## src/vdvs_defines.svh

```systemverilog
`ifndef VDVS_DEFINES_SVH
`define VDVS_DEFINES_SVH

// Register byte addresses.
`define VDVS_OFS_F1_START   8'h00
`define VDVS_OFS_F1_STOP    8'h04
`define VDVS_OFS_F2_START   8'h08
`define VDVS_OFS_F2_STOP    8'h0C
`define VDVS_OFS_RELOAD     8'h10
`define VDVS_OFS_EVT_COUNT  8'h14
`define VDVS_OFS_CTRL       8'h18
`define VDVS_OFS_STATUS     8'h1C
`define VDVS_OFS_INT_STAT   8'h20
`define VDVS_OFS_INT_CLR    8'h24
`define VDVS_OFS_INT_EN     8'h28

// Field positions.
`define VDVS_HI_MSB         27
`define VDVS_HI_LSB         16
`define VDVS_CLK_MSB        15
`define VDVS_CLK_LSB        12
`define VDVS_LO_MSB         11
`define VDVS_LO_LSB         0

// Writable bits of a point or count register, and of the reload register.
`define VDVS_PT_MASK        32'h0FFF_0FFF
`define VDVS_RLD_MASK       32'h0FFF_FFFF

// Control register bits.
`define VDVS_CTL_EN         0
`define VDVS_CTL_EXT_H      1
`define VDVS_CTL_EXT_V      2
`define VDVS_CTL_MODE_LSB   3
`define VDVS_CTL_MODE_MSB   4
`define VDVS_CTL_LEN_LSB    16
`define VDVS_CTL_LEN_MSB    27
`define VDVS_CTL_MASK       32'h0FFF_001F

// Interrupt bits.
`define VDVS_IRQ_W          4
`define VDVS_IRQ_VS_ON      0
`define VDVS_IRQ_VS_OFF     1
`define VDVS_IRQ_FIELD      2
`define VDVS_IRQ_EVT_DONE   3

// Reset values and counter steps.
`define VDVS_RST_WORD       32'h0000_0000
`define VDVS_RST_LINE_LEN   12'h359
`define VDVS_CNT_ONE        12'h001
`define VDVS_CNT_ZERO       12'h000
`define VDVS_VC_ONE         4'h1
`define VDVS_VC_ZERO        4'h0

`endif

```

## src/vdvs_pkg.sv

```systemverilog
package vdvs_pkg;

  // Output data format.
  typedef enum logic [1:0] {
    VDVS_MODE_BT656 = 2'h0,
    VDVS_MODE_YC    = 2'h1,
    VDVS_MODE_RAW   = 2'h2
  } vdvs_mode_t;

  // One compare point: line and pixel.
  typedef struct packed {
    logic [11:0] line;
    logic [11:0] pixel;
  } vdvs_point_t;

  // One DMA request set.
  typedef struct packed {
    logic luma;
    logic blue;
    logic red;
  } vdvs_dma_t;

endpackage

```

## src/vdvs_core.sv

```systemverilog
// Design decisions made here: the register addresses and register access over Avalon-MM.
`timescale 1ns/1ps
`include "vdvs_defines.svh"

// Behaviour
// - Field 1 sync rises at start point
// - Field 1 sync falls at stop point
// - Field 2 sync rises at start point
// - Field 2 sync falls at stop point
// - Reloads only when external sync enabled
// - External vertical sync loads line counter
// - External horizontal sync loads clock counter
// - External horizontal sync loads pixel counter
// - Video modes: count luma/blue/red request sets
// - Raw mode: luma requests only
// - Reserved bits read zero, ignore writes
module vdvs_core (
  // Clock and reset.
  input  wire logic        i_clk,
  input  wire logic        i_rst_b,
  // Avalon-MM slave.
  input  wire logic [7:0]  i_avs_address,
  input  wire logic        i_avs_read,
  input  wire logic        i_avs_write,
  input  wire logic [31:0] i_avs_writedata,
  input  wire logic [3:0]  i_avs_byteenable,
  output logic [31:0]      o_avs_readdata,
  output logic             o_avs_waitrequest,
  // External sync pins.
  input  wire logic        i_ext_hsync,
  input  wire logic        i_ext_vsync,
  // Pixel rate and DMA request strobe from the datapath.
  input  wire logic        i_pix_en,
  input  wire logic        i_dma_slot,
  // Video outputs.
  output logic             o_vsync,
  output logic             o_field2,
  output vdvs_pkg::vdvs_dma_t o_dma_req,
  output logic [3:0]       o_video_clock_counter,
  // Interrupt.
  output logic             o_irq
);

  // Registers.
  logic [31:0] f1_start_ff;
  logic [31:0] f1_stop_ff;
  logic [31:0] f2_start_ff;
  logic [31:0] f2_stop_ff;
  logic [31:0] reload_ff;
  logic [31:0] evt_count_ff;
  logic [31:0] ctrl_ff;
  logic [`VDVS_IRQ_W-1:0] int_stat_ff;
  logic [`VDVS_IRQ_W-1:0] int_en_ff;
  // Counters and state.
  logic [11:0] frame_line_counter_ff;
  logic [11:0] frame_pixel_counter_ff;
  logic [3:0]  video_clock_counter_ff;
  logic        vsync_ff;
  logic        field2_ff;
  logic [11:0] evt_done_ff;
  vdvs_pkg::vdvs_dma_t dma_ff;
  logic        ack_ff;
  // Combinational helpers.
  logic [31:0] wmask;
  logic [31:0] nxt_rdata;
  logic        wr_stb;
  logic        rd_stb;
  logic        ext_h_rise;
  logic        ext_v_rise;
  logic        ext_h_load;
  logic        ext_v_load;
  logic        hit_f1_on;
  logic        hit_f1_off;
  logic        hit_f2_on;
  logic        hit_f2_off;
  logic        vs_on;
  logic        vs_off;
  logic        line_end;
  logic        field_end;
  logic        evt_fire;
  logic [11:0] line_len;
  logic [11:0] evt_target;
  logic [`VDVS_IRQ_W-1:0] irq_evt;
  logic        enable;
  vdvs_pkg::vdvs_mode_t mode;
  vdvs_pkg::vdvs_point_t cnt;
  // Programmed compare points with the reserved bits dropped.
  vdvs_pkg::vdvs_point_t pt_f1_on;
  vdvs_pkg::vdvs_point_t pt_f1_off;
  vdvs_pkg::vdvs_point_t pt_f2_on;
  vdvs_pkg::vdvs_point_t pt_f2_off;

  // Control fields and the counter pair seen by the comparators.
  assign enable   = ctrl_ff[`VDVS_CTL_EN];
  assign mode     = vdvs_pkg::vdvs_mode_t'(
                      ctrl_ff[`VDVS_CTL_MODE_MSB:`VDVS_CTL_MODE_LSB]);
  assign line_len = ctrl_ff[`VDVS_CTL_LEN_MSB:`VDVS_CTL_LEN_LSB];
  assign cnt      = '{line: frame_line_counter_ff,
                      pixel: frame_pixel_counter_ff};

  // Byte enables turn into a bit mask for writes.
  always_comb begin
    for (int i = 0; i < 4; i++) begin
      wmask[i*8 +: 8] = {8{i_avs_byteenable[i]}};
    end
  end

  // Every access is answered one cycle after it is presented.
  assign o_avs_waitrequest = (i_avs_read | i_avs_write) & ~ack_ff;
  assign wr_stb = i_avs_write & ack_ff;
  assign rd_stb = i_avs_read & ~ack_ff;

  // The acknowledge flag marks the second cycle of an access.
  always_ff @(posedge i_clk) begin
    if (!i_rst_b) begin
      ack_ff <= 1'b0;
    end else begin
      ack_ff <= (i_avs_read | i_avs_write) & ~ack_ff;
    end
  end

  // Software-programmed registers; reserved bits never store.
  always_ff @(posedge i_clk) begin
    if (!i_rst_b) begin
      f1_start_ff  <= `VDVS_RST_WORD;
      f1_stop_ff   <= `VDVS_RST_WORD;
      f2_start_ff  <= `VDVS_RST_WORD;
      f2_stop_ff   <= `VDVS_RST_WORD;
      reload_ff    <= `VDVS_RST_WORD;
      evt_count_ff <= `VDVS_RST_WORD;
      ctrl_ff      <= `VDVS_RST_WORD | {4'h0, `VDVS_RST_LINE_LEN, 16'h0000};
      int_en_ff    <= '0;
    end else if (wr_stb) begin
      unique case (i_avs_address)
        `VDVS_OFS_F1_START: f1_start_ff <= (f1_start_ff & ~(wmask &
                `VDVS_PT_MASK)) | (i_avs_writedata & wmask & `VDVS_PT_MASK);
        `VDVS_OFS_F1_STOP: f1_stop_ff <= (f1_stop_ff & ~(wmask &
                `VDVS_PT_MASK)) | (i_avs_writedata & wmask & `VDVS_PT_MASK);
        `VDVS_OFS_F2_START: f2_start_ff <= (f2_start_ff & ~(wmask &
                `VDVS_PT_MASK)) | (i_avs_writedata & wmask & `VDVS_PT_MASK);
        `VDVS_OFS_F2_STOP: f2_stop_ff <= (f2_stop_ff & ~(wmask &
                `VDVS_PT_MASK)) | (i_avs_writedata & wmask & `VDVS_PT_MASK);
        `VDVS_OFS_RELOAD: reload_ff <= (reload_ff & ~(wmask &
                `VDVS_RLD_MASK)) | (i_avs_writedata & wmask & `VDVS_RLD_MASK);
        `VDVS_OFS_EVT_COUNT: evt_count_ff <= (evt_count_ff & ~(wmask &
                `VDVS_PT_MASK)) | (i_avs_writedata & wmask & `VDVS_PT_MASK);
        `VDVS_OFS_CTRL: ctrl_ff <= (ctrl_ff & ~(wmask &
                `VDVS_CTL_MASK)) | (i_avs_writedata & wmask & `VDVS_CTL_MASK);
        `VDVS_OFS_INT_EN: if (i_avs_byteenable[0]) begin
          int_en_ff <= i_avs_writedata[`VDVS_IRQ_W-1:0];
        end
        default: ;
      endcase
    end
  end

  // Read mux; unmapped addresses and reserved bits return zero.
  always_comb begin
    nxt_rdata = '0;
    unique case (i_avs_address)
      `VDVS_OFS_F1_START:  nxt_rdata = f1_start_ff;
      `VDVS_OFS_F1_STOP:   nxt_rdata = f1_stop_ff;
      `VDVS_OFS_F2_START:  nxt_rdata = f2_start_ff;
      `VDVS_OFS_F2_STOP:   nxt_rdata = f2_stop_ff;
      `VDVS_OFS_RELOAD:    nxt_rdata = reload_ff;
      `VDVS_OFS_EVT_COUNT: nxt_rdata = evt_count_ff;
      `VDVS_OFS_CTRL:      nxt_rdata = ctrl_ff;
      `VDVS_OFS_STATUS:    nxt_rdata = {4'h0, frame_line_counter_ff,
                                        video_clock_counter_ff,
                                        frame_pixel_counter_ff};
      `VDVS_OFS_INT_STAT:  nxt_rdata = {28'h0000000, int_stat_ff};
      `VDVS_OFS_INT_EN:    nxt_rdata = {28'h0000000, int_en_ff};
      default:             nxt_rdata = '0;
    endcase
  end

  // Read data is registered and valid when waitrequest drops.
  always_ff @(posedge i_clk) begin
    if (!i_rst_b) begin
      o_avs_readdata <= '0;
    end else if (rd_stb) begin
      o_avs_readdata <= nxt_rdata;
    end
  end

  // External sync pins are synchronised before use.
  vdvs_sync_in u_sync_h (
    .i_clk   (i_clk),
    .i_rst_b (i_rst_b),
    .i_pin   (i_ext_hsync),
    .o_rise  (ext_h_rise)
  );

  vdvs_sync_in u_sync_v (
    .i_clk   (i_clk),
    .i_rst_b (i_rst_b),
    .i_pin   (i_ext_vsync),
    .o_rise  (ext_v_rise)
  );

  // Reloads apply only when the matching external sync is selected.
  assign ext_h_load = enable & ctrl_ff[`VDVS_CTL_EXT_H] & ext_h_rise;
  assign ext_v_load = enable & ctrl_ff[`VDVS_CTL_EXT_V] & ext_v_rise;

  // A pixel reload beyond the line length wraps at the next pixel.
  // The stop point of the current field closes that field.
  assign line_end  = (frame_pixel_counter_ff >= line_len);
  assign field_end = vs_off;

  // Pixel and clock counters: reload on external hsync, else advance.
  always_ff @(posedge i_clk) begin
    if (!i_rst_b) begin
      frame_pixel_counter_ff <= `VDVS_CNT_ZERO;
      video_clock_counter_ff <= `VDVS_VC_ZERO;
    end else if (ext_h_load) begin
      frame_pixel_counter_ff <= reload_ff[`VDVS_LO_MSB:`VDVS_LO_LSB];
      video_clock_counter_ff <= reload_ff[`VDVS_CLK_MSB:`VDVS_CLK_LSB];
    end else if (enable && i_pix_en) begin
      video_clock_counter_ff <= video_clock_counter_ff + `VDVS_VC_ONE;
      frame_pixel_counter_ff <= line_end ? `VDVS_CNT_ZERO
                            : frame_pixel_counter_ff + `VDVS_CNT_ONE;
    end
  end

  // Line counter: reload on external vsync, else step at line wrap.
  always_ff @(posedge i_clk) begin
    if (!i_rst_b) begin
      frame_line_counter_ff <= `VDVS_CNT_ZERO;
    end else if (ext_v_load) begin
      frame_line_counter_ff <= reload_ff[`VDVS_HI_MSB:`VDVS_HI_LSB];
    end else if (enable && i_pix_en && line_end) begin
      frame_line_counter_ff <= frame_line_counter_ff + `VDVS_CNT_ONE;
    end
  end

  // Line and pixel fields of each point register.
  assign pt_f1_on  = '{line: f1_start_ff[`VDVS_HI_MSB:`VDVS_HI_LSB],
                       pixel: f1_start_ff[`VDVS_LO_MSB:`VDVS_LO_LSB]};
  assign pt_f1_off = '{line: f1_stop_ff[`VDVS_HI_MSB:`VDVS_HI_LSB],
                       pixel: f1_stop_ff[`VDVS_LO_MSB:`VDVS_LO_LSB]};
  assign pt_f2_on  = '{line: f2_start_ff[`VDVS_HI_MSB:`VDVS_HI_LSB],
                       pixel: f2_start_ff[`VDVS_LO_MSB:`VDVS_LO_LSB]};
  assign pt_f2_off = '{line: f2_stop_ff[`VDVS_HI_MSB:`VDVS_HI_LSB],
                       pixel: f2_stop_ff[`VDVS_LO_MSB:`VDVS_LO_LSB]};

  // Compare points for both fields.
  vdvs_point_match u_f1_on (
    .i_cnt (cnt),
    .i_pt  (pt_f1_on),
    .o_hit (hit_f1_on)
  );

  vdvs_point_match u_f1_off (
    .i_cnt (cnt),
    .i_pt  (pt_f1_off),
    .o_hit (hit_f1_off)
  );

  vdvs_point_match u_f2_on (
    .i_cnt (cnt),
    .i_pt  (pt_f2_on),
    .o_hit (hit_f2_on)
  );

  vdvs_point_match u_f2_off (
    .i_cnt (cnt),
    .i_pt  (pt_f2_off),
    .o_hit (hit_f2_off)
  );

  // Sync edges come from the points of the current field only.
  assign vs_on  = enable & (field2_ff ? hit_f2_on : hit_f1_on);
  assign vs_off = enable & (field2_ff ? hit_f2_off : hit_f1_off);

  // Vertical sync level; the stop point ends the field's sync and field.
  always_ff @(posedge i_clk) begin
    if (!i_rst_b) begin
      vsync_ff  <= 1'b0;
      field2_ff <= 1'b0;
    end else if (!enable) begin
      vsync_ff  <= 1'b0;
      field2_ff <= 1'b0;
    end else if (vs_off) begin
      vsync_ff  <= 1'b0;
      field2_ff <= ~field2_ff;
    end else if (vs_on) begin
      vsync_ff  <= 1'b1;
    end
  end

  // Per-field DMA request budget.
  assign evt_target = field2_ff ? evt_count_ff[`VDVS_HI_MSB:`VDVS_HI_LSB]
                                : evt_count_ff[`VDVS_LO_MSB:`VDVS_LO_LSB];
  assign evt_fire   = enable & i_dma_slot & (evt_done_ff < evt_target);

  // Requests issued so far in this field; cleared at the field end.
  always_ff @(posedge i_clk) begin
    if (!i_rst_b) begin
      evt_done_ff <= `VDVS_CNT_ZERO;
    end else if (!enable || field_end) begin
      evt_done_ff <= `VDVS_CNT_ZERO;
    end else if (evt_fire) begin
      evt_done_ff <= evt_done_ff + `VDVS_CNT_ONE;
    end
  end

  // Request pulses: full set in video modes, luma only in raw mode.
  always_ff @(posedge i_clk) begin
    if (!i_rst_b) begin
      dma_ff <= '0;
    end else begin
      dma_ff.luma <= evt_fire;
      dma_ff.blue <= evt_fire && (mode != vdvs_pkg::VDVS_MODE_RAW);
      dma_ff.red  <= evt_fire && (mode != vdvs_pkg::VDVS_MODE_RAW);
    end
  end

  // Sticky interrupt status; a new event wins over a clear.
  assign irq_evt = {evt_fire && (evt_done_ff + `VDVS_CNT_ONE == evt_target),
                    field_end, vs_off, vs_on};

  // Status bits stay set until software writes ones to the clear word.
  always_ff @(posedge i_clk) begin
    if (!i_rst_b) begin
      int_stat_ff <= '0;
    end else if (wr_stb && i_avs_address == `VDVS_OFS_INT_CLR
                 && i_avs_byteenable[0]) begin
      int_stat_ff <= (int_stat_ff & ~i_avs_writedata[`VDVS_IRQ_W-1:0])
                     | irq_evt;
    end else begin
      int_stat_ff <= int_stat_ff | irq_evt;
    end
  end

  // Outputs.
  assign o_vsync               = vsync_ff;
  assign o_field2              = field2_ff;
  assign o_dma_req             = dma_ff;
  assign o_video_clock_counter = video_clock_counter_ff;
  assign o_irq                 = |(int_stat_ff & int_en_ff);

endmodule

```

## src/vdvs_sync_in.sv

```systemverilog
`timescale 1ns/1ps
`include "vdvs_defines.svh"

// Two-stage synchroniser with a rising-edge pulse on the settled level.
module vdvs_sync_in (
  // Clock and reset.
  input  wire logic i_clk,
  input  wire logic i_rst_b,
  // Pin level and its rising edge.
  input  wire logic i_pin,
  output logic      o_rise
);

  logic meta_ff;
  logic sync_ff;
  logic last_ff;

  // The first stage is read only by the second stage.
  always_ff @(posedge i_clk) begin
    if (!i_rst_b) begin
      meta_ff <= 1'b0;
      sync_ff <= 1'b0;
      last_ff <= 1'b0;
    end else begin
      meta_ff <= i_pin;
      sync_ff <= meta_ff;
      last_ff <= sync_ff;
    end
  end

  // Edge pulse lasts one cycle.
  assign o_rise = sync_ff & ~last_ff;

endmodule

```

## src/vdvs_point_match.sv

```systemverilog
`timescale 1ns/1ps
`include "vdvs_defines.svh"

// Compares the frame counters with one programmed point.
module vdvs_point_match (
  // Counters and point.
  input  wire vdvs_pkg::vdvs_point_t i_cnt,
  input  wire vdvs_pkg::vdvs_point_t i_pt,
  // Match flag.
  output logic                       o_hit
);

  // Both the line and the pixel must agree.
  assign o_hit = (i_cnt.line == i_pt.line) && (i_cnt.pixel == i_pt.pixel);

endmodule

```

## config.mk

```make
export PLATFORM = sky130hd
export DESIGN_NAME = vdvs_core
export DESIGN_NICKNAME = d
export VERILOG_FILES = /design/src/vdvs_pkg.sv /design/src/vdvs_core.sv /design/src/vdvs_sync_in.sv /design/src/vdvs_point_match.sv
export VERILOG_INCLUDE_DIRS = /design/src
export SDC_FILE = /design/constraint.sdc
export NUM_CORES = 1
export LEC_CHECK = 0
export BUFFER_PORTS_ARGS = -buffer_cell sky130_fd_sc_hd__buf_2
export CORE_MARGIN = 3
export CORE_UTILIZATION = 60
export CTS_CLUSTER_DIAMETER = 30
export DETAILED_ROUTE_END_ITERATION = 10
export PLACE_DENSITY_LB_ADDON = 0.12
export SYNTH_ARGS = -nofsm -noshare
export SYNTH_HDL_FRONTEND = slang
export SYNTH_HIERARCHICAL = 1
export SYNTH_SLANG_ARGS = --single-unit
```

## constraint.sdc

```tcl
create_clock -name i_clk -period 4.1 [get_ports i_clk]
set_input_delay 0.82 -clock i_clk [delete_from_list [all_inputs] [get_ports i_clk]]
set_output_delay 0.82 -clock i_clk [all_outputs]
set_load 0.02 [all_outputs]
```

# Word-level counts from Yosys, hierarchy flattened
# Index checks and enable logic that the tools add are counted.
# Widths: inputs -> output; s select.
# op_classes
eq_ne	20
magnitude_cmp	2
n_bitwise	43
n_mux	12
addsub	4
n_reduce_logical	27
# ops
op	n
$pmux 32 s10	1
$and 32x32->32	7
$or 32x28->32	7
$eq 12x12->1	9
$not 28->32	3
$mux 12	6
$add 12x1->12 const B	3
$eq 8x5->1 const B	4
$and 28x28->28	1
$eq 8x6->1 const B	3
$eq 8x4->1 const B	2
$reduce_and 2->1	8
$and 1x1->1	13
$ge 12x12->1	1
$lt 12x12->1	1
$mux 4	3
$logic_and 1x1->1	10
$and 4x4->4	2
$eq 8x3->1 const B	1
$logic_not 8->1	1
$or 4x4->4	2
$not 1->1	6
$add 4x1->4 const B	1
$not 4->4	1
other kinds (10)	12
# word_totals
in_bits	52
ff_bits	315

# Longest topological paths before layout
# logic_depth
ltp_word	6
mapped_depth	13

# Modules after synthesis
# Netlist, hierarchy kept.
# by_module_without_submodules
module	seq_area_each_um2	instances	cells_each	area_each_um2
vdvs_core	4924.7	1	1476	11882.6
vdvs_point_match	0.0	4	32	264.0
vdvs_sync_in	60.1	2	7	92.6

# Worst setup path after synthesis
# OpenSTA, ideal clock, no wires.
# synth_timing
path_kind	register to register
startpoint	register field2_ff, in the netlist o_field2
endpoint	register int_stat_ff[3]
stages_incl_launch_ff	12
setup_ps	69
arrival_time_ps	3022
path_slack_ps	1010
t_required_ps	4031
path_cell_list	dfxtp_1 -> buf_2 -> buf_2 -> mux2i_1 -> ha_1 -> nor2b_1 -> o211ai_1 -> a2111oi_0 -> nor4b_1 -> nand2_1 -> or4_1 -> o21ai_1
# synth_between
elab_chain_len	6
# synth_rtl
item	line_no	source
start: declaration	vdvs_core.sv:59	logic field2_ff;
start signal: assignment	vdvs_core.sv:285	field2_ff <= ~field2_ff;
$mux 12 *	vdvs_core.sv:292	assign evt_target = field2_ff ? evt_count_ff[`VDVS_HI_MSB:`VDVS_HI_LSB]
$lt 12x12->1	vdvs_core.sv:294	assign evt_fire = enable & i_dma_slot & (evt_done_ff < evt_target);
$and 1x1->1	vdvs_core.sv:294	
$logic_and 1x1->1 *	vdvs_core.sv:319	assign irq_evt = {evt_fire && (evt_done_ff + `VDVS_CNT_ONE == evt_target),
$or 4x4->4, on equally long branches	vdvs_core.sv:331, vdvs_core.sv:328	
$mux 4 *	vdvs_core.sv:326	end else if (wr_stb && i_avs_address == `VDVS_OFS_INT_CLR
end signal: assignment	vdvs_core.sv:328	int_stat_ff <= (int_stat_ff & ~i_avs_writedata[`VDVS_IRQ_W-1:0])
end signal: assignment	vdvs_core.sv:331	int_stat_ff <= int_stat_ff | irq_evt;
end: declaration	vdvs_core.sv:52	logic [`VDVS_IRQ_W-1:0] int_stat_ff;
# Every way passes the cells marked *; elsewhere a longest branch is shown, timed or not.
# A chain may end at the register's enable or synchronous reset.

# Final worst setup path
# layout_timing
startpoint	register frame_pixel_counter_ff[7]
endpoint	register frame_line_counter_ff[1]
# layout_between
elab_chain_len	3
# layout_rtl
item	line_no	source
start: declaration	vdvs_core.sv:56	logic [11:0] frame_pixel_counter_ff;
start signal: assignment	vdvs_core.sv:213	frame_pixel_counter_ff <= `VDVS_CNT_ZERO;
start signal: assignment	vdvs_core.sv:216	frame_pixel_counter_ff <= reload_ff[`VDVS_LO_MSB:`VDVS_LO_LSB];
start signal: assignment	vdvs_core.sv:220	frame_pixel_counter_ff <= line_end ? `VDVS_CNT_ZERO
$ge 12x12->1	vdvs_core.sv:207	assign line_end = (frame_pixel_counter_ff >= line_len);
$logic_and 1x1->1	vdvs_core.sv:231	end else if (enable && i_pix_en && line_end) begin
$reduce_bool 2->1 (no line)	n/a	
end signal: assignment	vdvs_core.sv:228	frame_line_counter_ff <= `VDVS_CNT_ZERO;
end signal: assignment	vdvs_core.sv:230	frame_line_counter_ff <= reload_ff[`VDVS_HI_MSB:`VDVS_HI_LSB];
end signal: assignment	vdvs_core.sv:232	frame_line_counter_ff <= frame_line_counter_ff + `VDVS_CNT_ONE;
end: declaration	vdvs_core.sv:55	logic [11:0] frame_line_counter_ff;
# No other way between the ends.

==> flow_metrics.py <==
metrics = {
    "run_status": {
        "run_status": "completed",
    },
    "critical_path": {
        "critPathRequiredTime_ns": 4.50,
        "crit_fanout": 16,
        "cp_data_arrival_time_ns": 3.59,
        "critical-path-slowest-cell": "sky130_fd_sc_hd__dfxtp_1",
        "critical_path.endpoint_type": "flip-flop",
        "cp_cell_sequence": "ha_1, a21oi_1, nor2_1, a211o_1, a21oi_2, buf_4, nand2b_1, mux2i_1, a21oi_1",
        "start_kind": "flip-flop",
        "critical_path_class": "reg -> reg",
        "max_stage_delay_ns": 0.63,
        "critical-path-top-cell-by-count": "sky130_fd_sc_hd__a21oi_1",
    },
    "clock_network": {
        "clk_transition_reported_paths_ns": 0.05,
        "clk_latency_ns": 0.55,
        "cts_hold_repair.buffers": 0,
        "cts_made_buffers": 49,
        "numClockSinks": 252,
        "post_cts_resize_count": 0,
        "cts.path.max_buffers": 3,
        "post_cts.repair.setup_buffers": 0,
        "ctsRootBufferMaster": "sky130_fd_sc_hd__clkbuf_16",
        "cts_tree": "built",
        "cts_htree_levels": 2,
    },
    "global_route": {
        "first_global_vias": 12432,
        "grt_util_overall": 0.393,
        "grt_first_pass_wirelength_um": 72900,
        "grt.overflow.total": 0,
        "antenna_found_initial": 0,
        "maximum_number_of_pins_on_one_net_before_global_route_repair": 99,
    },
    "timing": {
        "timing.final.crit_share": 0.778,
        "worst_slew_pin_slew_ns": 1.06,
        "rsz0062_at_grt": "no",
        "final_critical_path_setup_slack_ns": 0.912,
        "max_freq_mhz": 314,
        "min_cycle_time_layout_ns": 3.19,
        "slew_violations": 0,
        "clock-skew-final_ns": 0.0175,
        "setup-violations-final": 0,
        "final.setup.tns_ns": 0,
        "finalHoldViolCount": 0,
        "slew-limit-headroom": 0.287,
    },
    "layout": {
        "nets": 1771,
        "multi_input_area_um2": 7600,
        "fill_cells": 1711,
        "leading_cell_types_in_the_layout_fill_and_taps_excluded": "sky130_fd_sc_hd__nand2_1 (259), sky130_fd_sc_hd__dfxtp_1 (252), sky130_fd_sc_hd__a21oi_1 (185)",
        "layout_commonest_cell": "sky130_fd_sc_hd__nand2_1",
        "area_delta_synth_final_pct": 18.5,
        "instances_no_fill": 2004,
        "seq_area_um2": 5040,
        "drive_above_1_share": 0.145,
        "antennaDiodeCount": 0,
    },
    "route": {
        "routed-via-count": 13142,
        "postRouteAntennaNets": 0,
        "drt_first_pass_iters": 7,
        "drt-vias-per-instance": 6.56,
        "drc_errors": 0,
        "post_drt_wl_per_cell_um": 23.9,
        "drt_first_iter_violations": 1703,
        "drt_wl_total_um": 48000,
    },
    "pwr": {
        "power_report.internal_total_uw": 5470,
        "power.switching_uw": 1620,
        "seq_power_share": 0.351,
        "power_frac_clock": 0.600,
        "worst_vdd_ir_mv": 0.387,
        "comb_power_share": 0.049,
        "sw_frac_of_total": 0.228,
        "power.static_leakage_uw": 0.00598,
        "power_density_nw_per_um2": 456,
    },
    "floorplan": {
        "start_util": 0.617,
        "row_count": 53,
        "die_area_um2": 23700,
        "die_w_um": 154,
        "ioPinCount": 95,
        "dieHeight_um": 154,
        "floorplan.core_area_um2": 21300,
    },
    "yosys": {
        "syn-instance-count": 1618,
        "postSynthRegisterBits": 252,
        "synth_enable_flop_cells": 0,
        "seq_total_area_yosys": 0.384,
        "async_reset_ff_frac": 0,
        "netlist_top_cells_area": "sky130_fd_sc_hd__dfxtp_1 (38%), sky130_fd_sc_hd__nand2_1 (7.4%), sky130_fd_sc_hd__a21oi_1 (7.1%)",
        "distinct_cell_type_count_after_synthesis": 63,
        "synth-warning-count": 6,
        "syn-mean-instance-area_um2": 8.11,
        "post_synth_instance_area_um2": 13100,
        "synth_top_flop_cell": "sky130_fd_sc_hd__dfxtp_1",
        "post-synth-top-area-cell": "sky130_fd_sc_hd__dfxtp_1",
        "yosys.area.top_type_share": 0.384,
    },
    "hold_path": {
        "min_path_type": "reg -> reg",
    },
    "placed_design": {
        "place.detailed.instances": 1915,
        "finalWeightedCongestion": 1.01,
        "dp_hpwl_um": 33700,
        "io_buffer_count": 86,
        "dp_slack_ns": 0.961,
    },
    "run": {
        "cap_violations": 0,
    },
}
[worst max-delay path: cells and delay by family (launching register included)]
family	cells	cell delay, ns
AO/OA/AOI/OAI	4	0.91
adder cells (fa/ha/maj)	1	0.34
buffers and inverters	1	0.28
flip-flops	1	0.63
multiplexers	1	0.25
AND/OR/NAND/NOR	2	0.62
[power by group through the flow]
stage	combinational, uW	clock (uW)	sequential [uW]
6_report	346	4250	2490
3_5_place_dp	329	0	2540
2_1_floorplan	167	0	2550
5_1_grt	357	4390	2490
4_1_cts	331	4250	2490
3_3_place_gp	327	0	2540
[final timing paths]
path                                  start                       end  slack, ns  cells past startpoint
setup / recovery  frame_pixel_counter_ff[7]  frame_line_counter_ff[1]       0.91                      9
hold / removal             u_sync_h/meta_ff          u_sync_h/sync_ff       0.42                      1
setup reg to reg  frame_pixel_counter_ff[7]  frame_line_counter_ff[1]       0.91                      9
hold reg to reg            u_sync_h/meta_ff          u_sync_h/sync_ff       0.42                      1
[final cells by class]
type / instances / share of cell area
Multi-Input combinational cell: 1243 / 0.489
Tap cell: 275 / 0.0221
Timing Repair Buffer: 121 / 0.0454
Clock buffer: 63 / 0.0901
Inverter: 24 / 0.00612
Sequential cell: 252 / 0.324
Clock inverter: 26 / 0.0232
[stage by stage]
stage / hold slack, ns / instance area [um2] / power (uW) / utilization
6_report: 0.421 / 15500 / 7090 / 0.731
3_5_place_dp: 0.415 / 13800 / 2870 / 0.648
3_3_place_gp: 0.406 / 13800 / 2860 / 0.648
4_1_cts: 0.421 / 15500 / 7080 / 0.731
5_1_grt: 0.440 / 15500 / 7230 / 0.731
2_1_floorplan: 0.406 / 13100 / 2720 / -
[metal layers]
layer,global-route usage,up-vias,part of all wire
li1,-,5856,-
met1,0.516,6192,0.38
met2,0.588,883,0.42
met3,0.114,211,0.13
met4,0.206,0,0.062
met5,0,-,0
[cells in the mapped netlist (all sizes together), types with 2 or more instances]
cell	number
nand3b	3
mux2	11
a211oi	5
nor2b	6
dfxtp	252
a222oi	2
and2	12
ha	28
nor4b	2
mux2i	58
a21o	2
or4	2
clkbuf	76
o21a	2
a22oi	32
o21ai	81
a221oi	23
a31o	2
nor2	131
a31oi	4
nor4	18
a22o	6
a21oi	186
buf	26
xor2	86
nand4	30
nand2b	6
nor3b	4
inv	24
and4	2
and3	21
nand3	97
nand2	259
xnor2	56
nor3	24
o211ai	9
o22ai	7
mux4	11
[logic make-up after synthesis]
kind of cell	share of synthesized area
multiplexers	0.0726
other	0.000286
flip-flops	0.384
buffers and inverters	0.0390
adder cells (fa/ha/maj)	0.0267
AND/OR/NAND/NOR	0.219
XOR/XNOR	0.0948
AO/OA/AOI/OAI	0.164
Power figures use the tool's default switching activity.
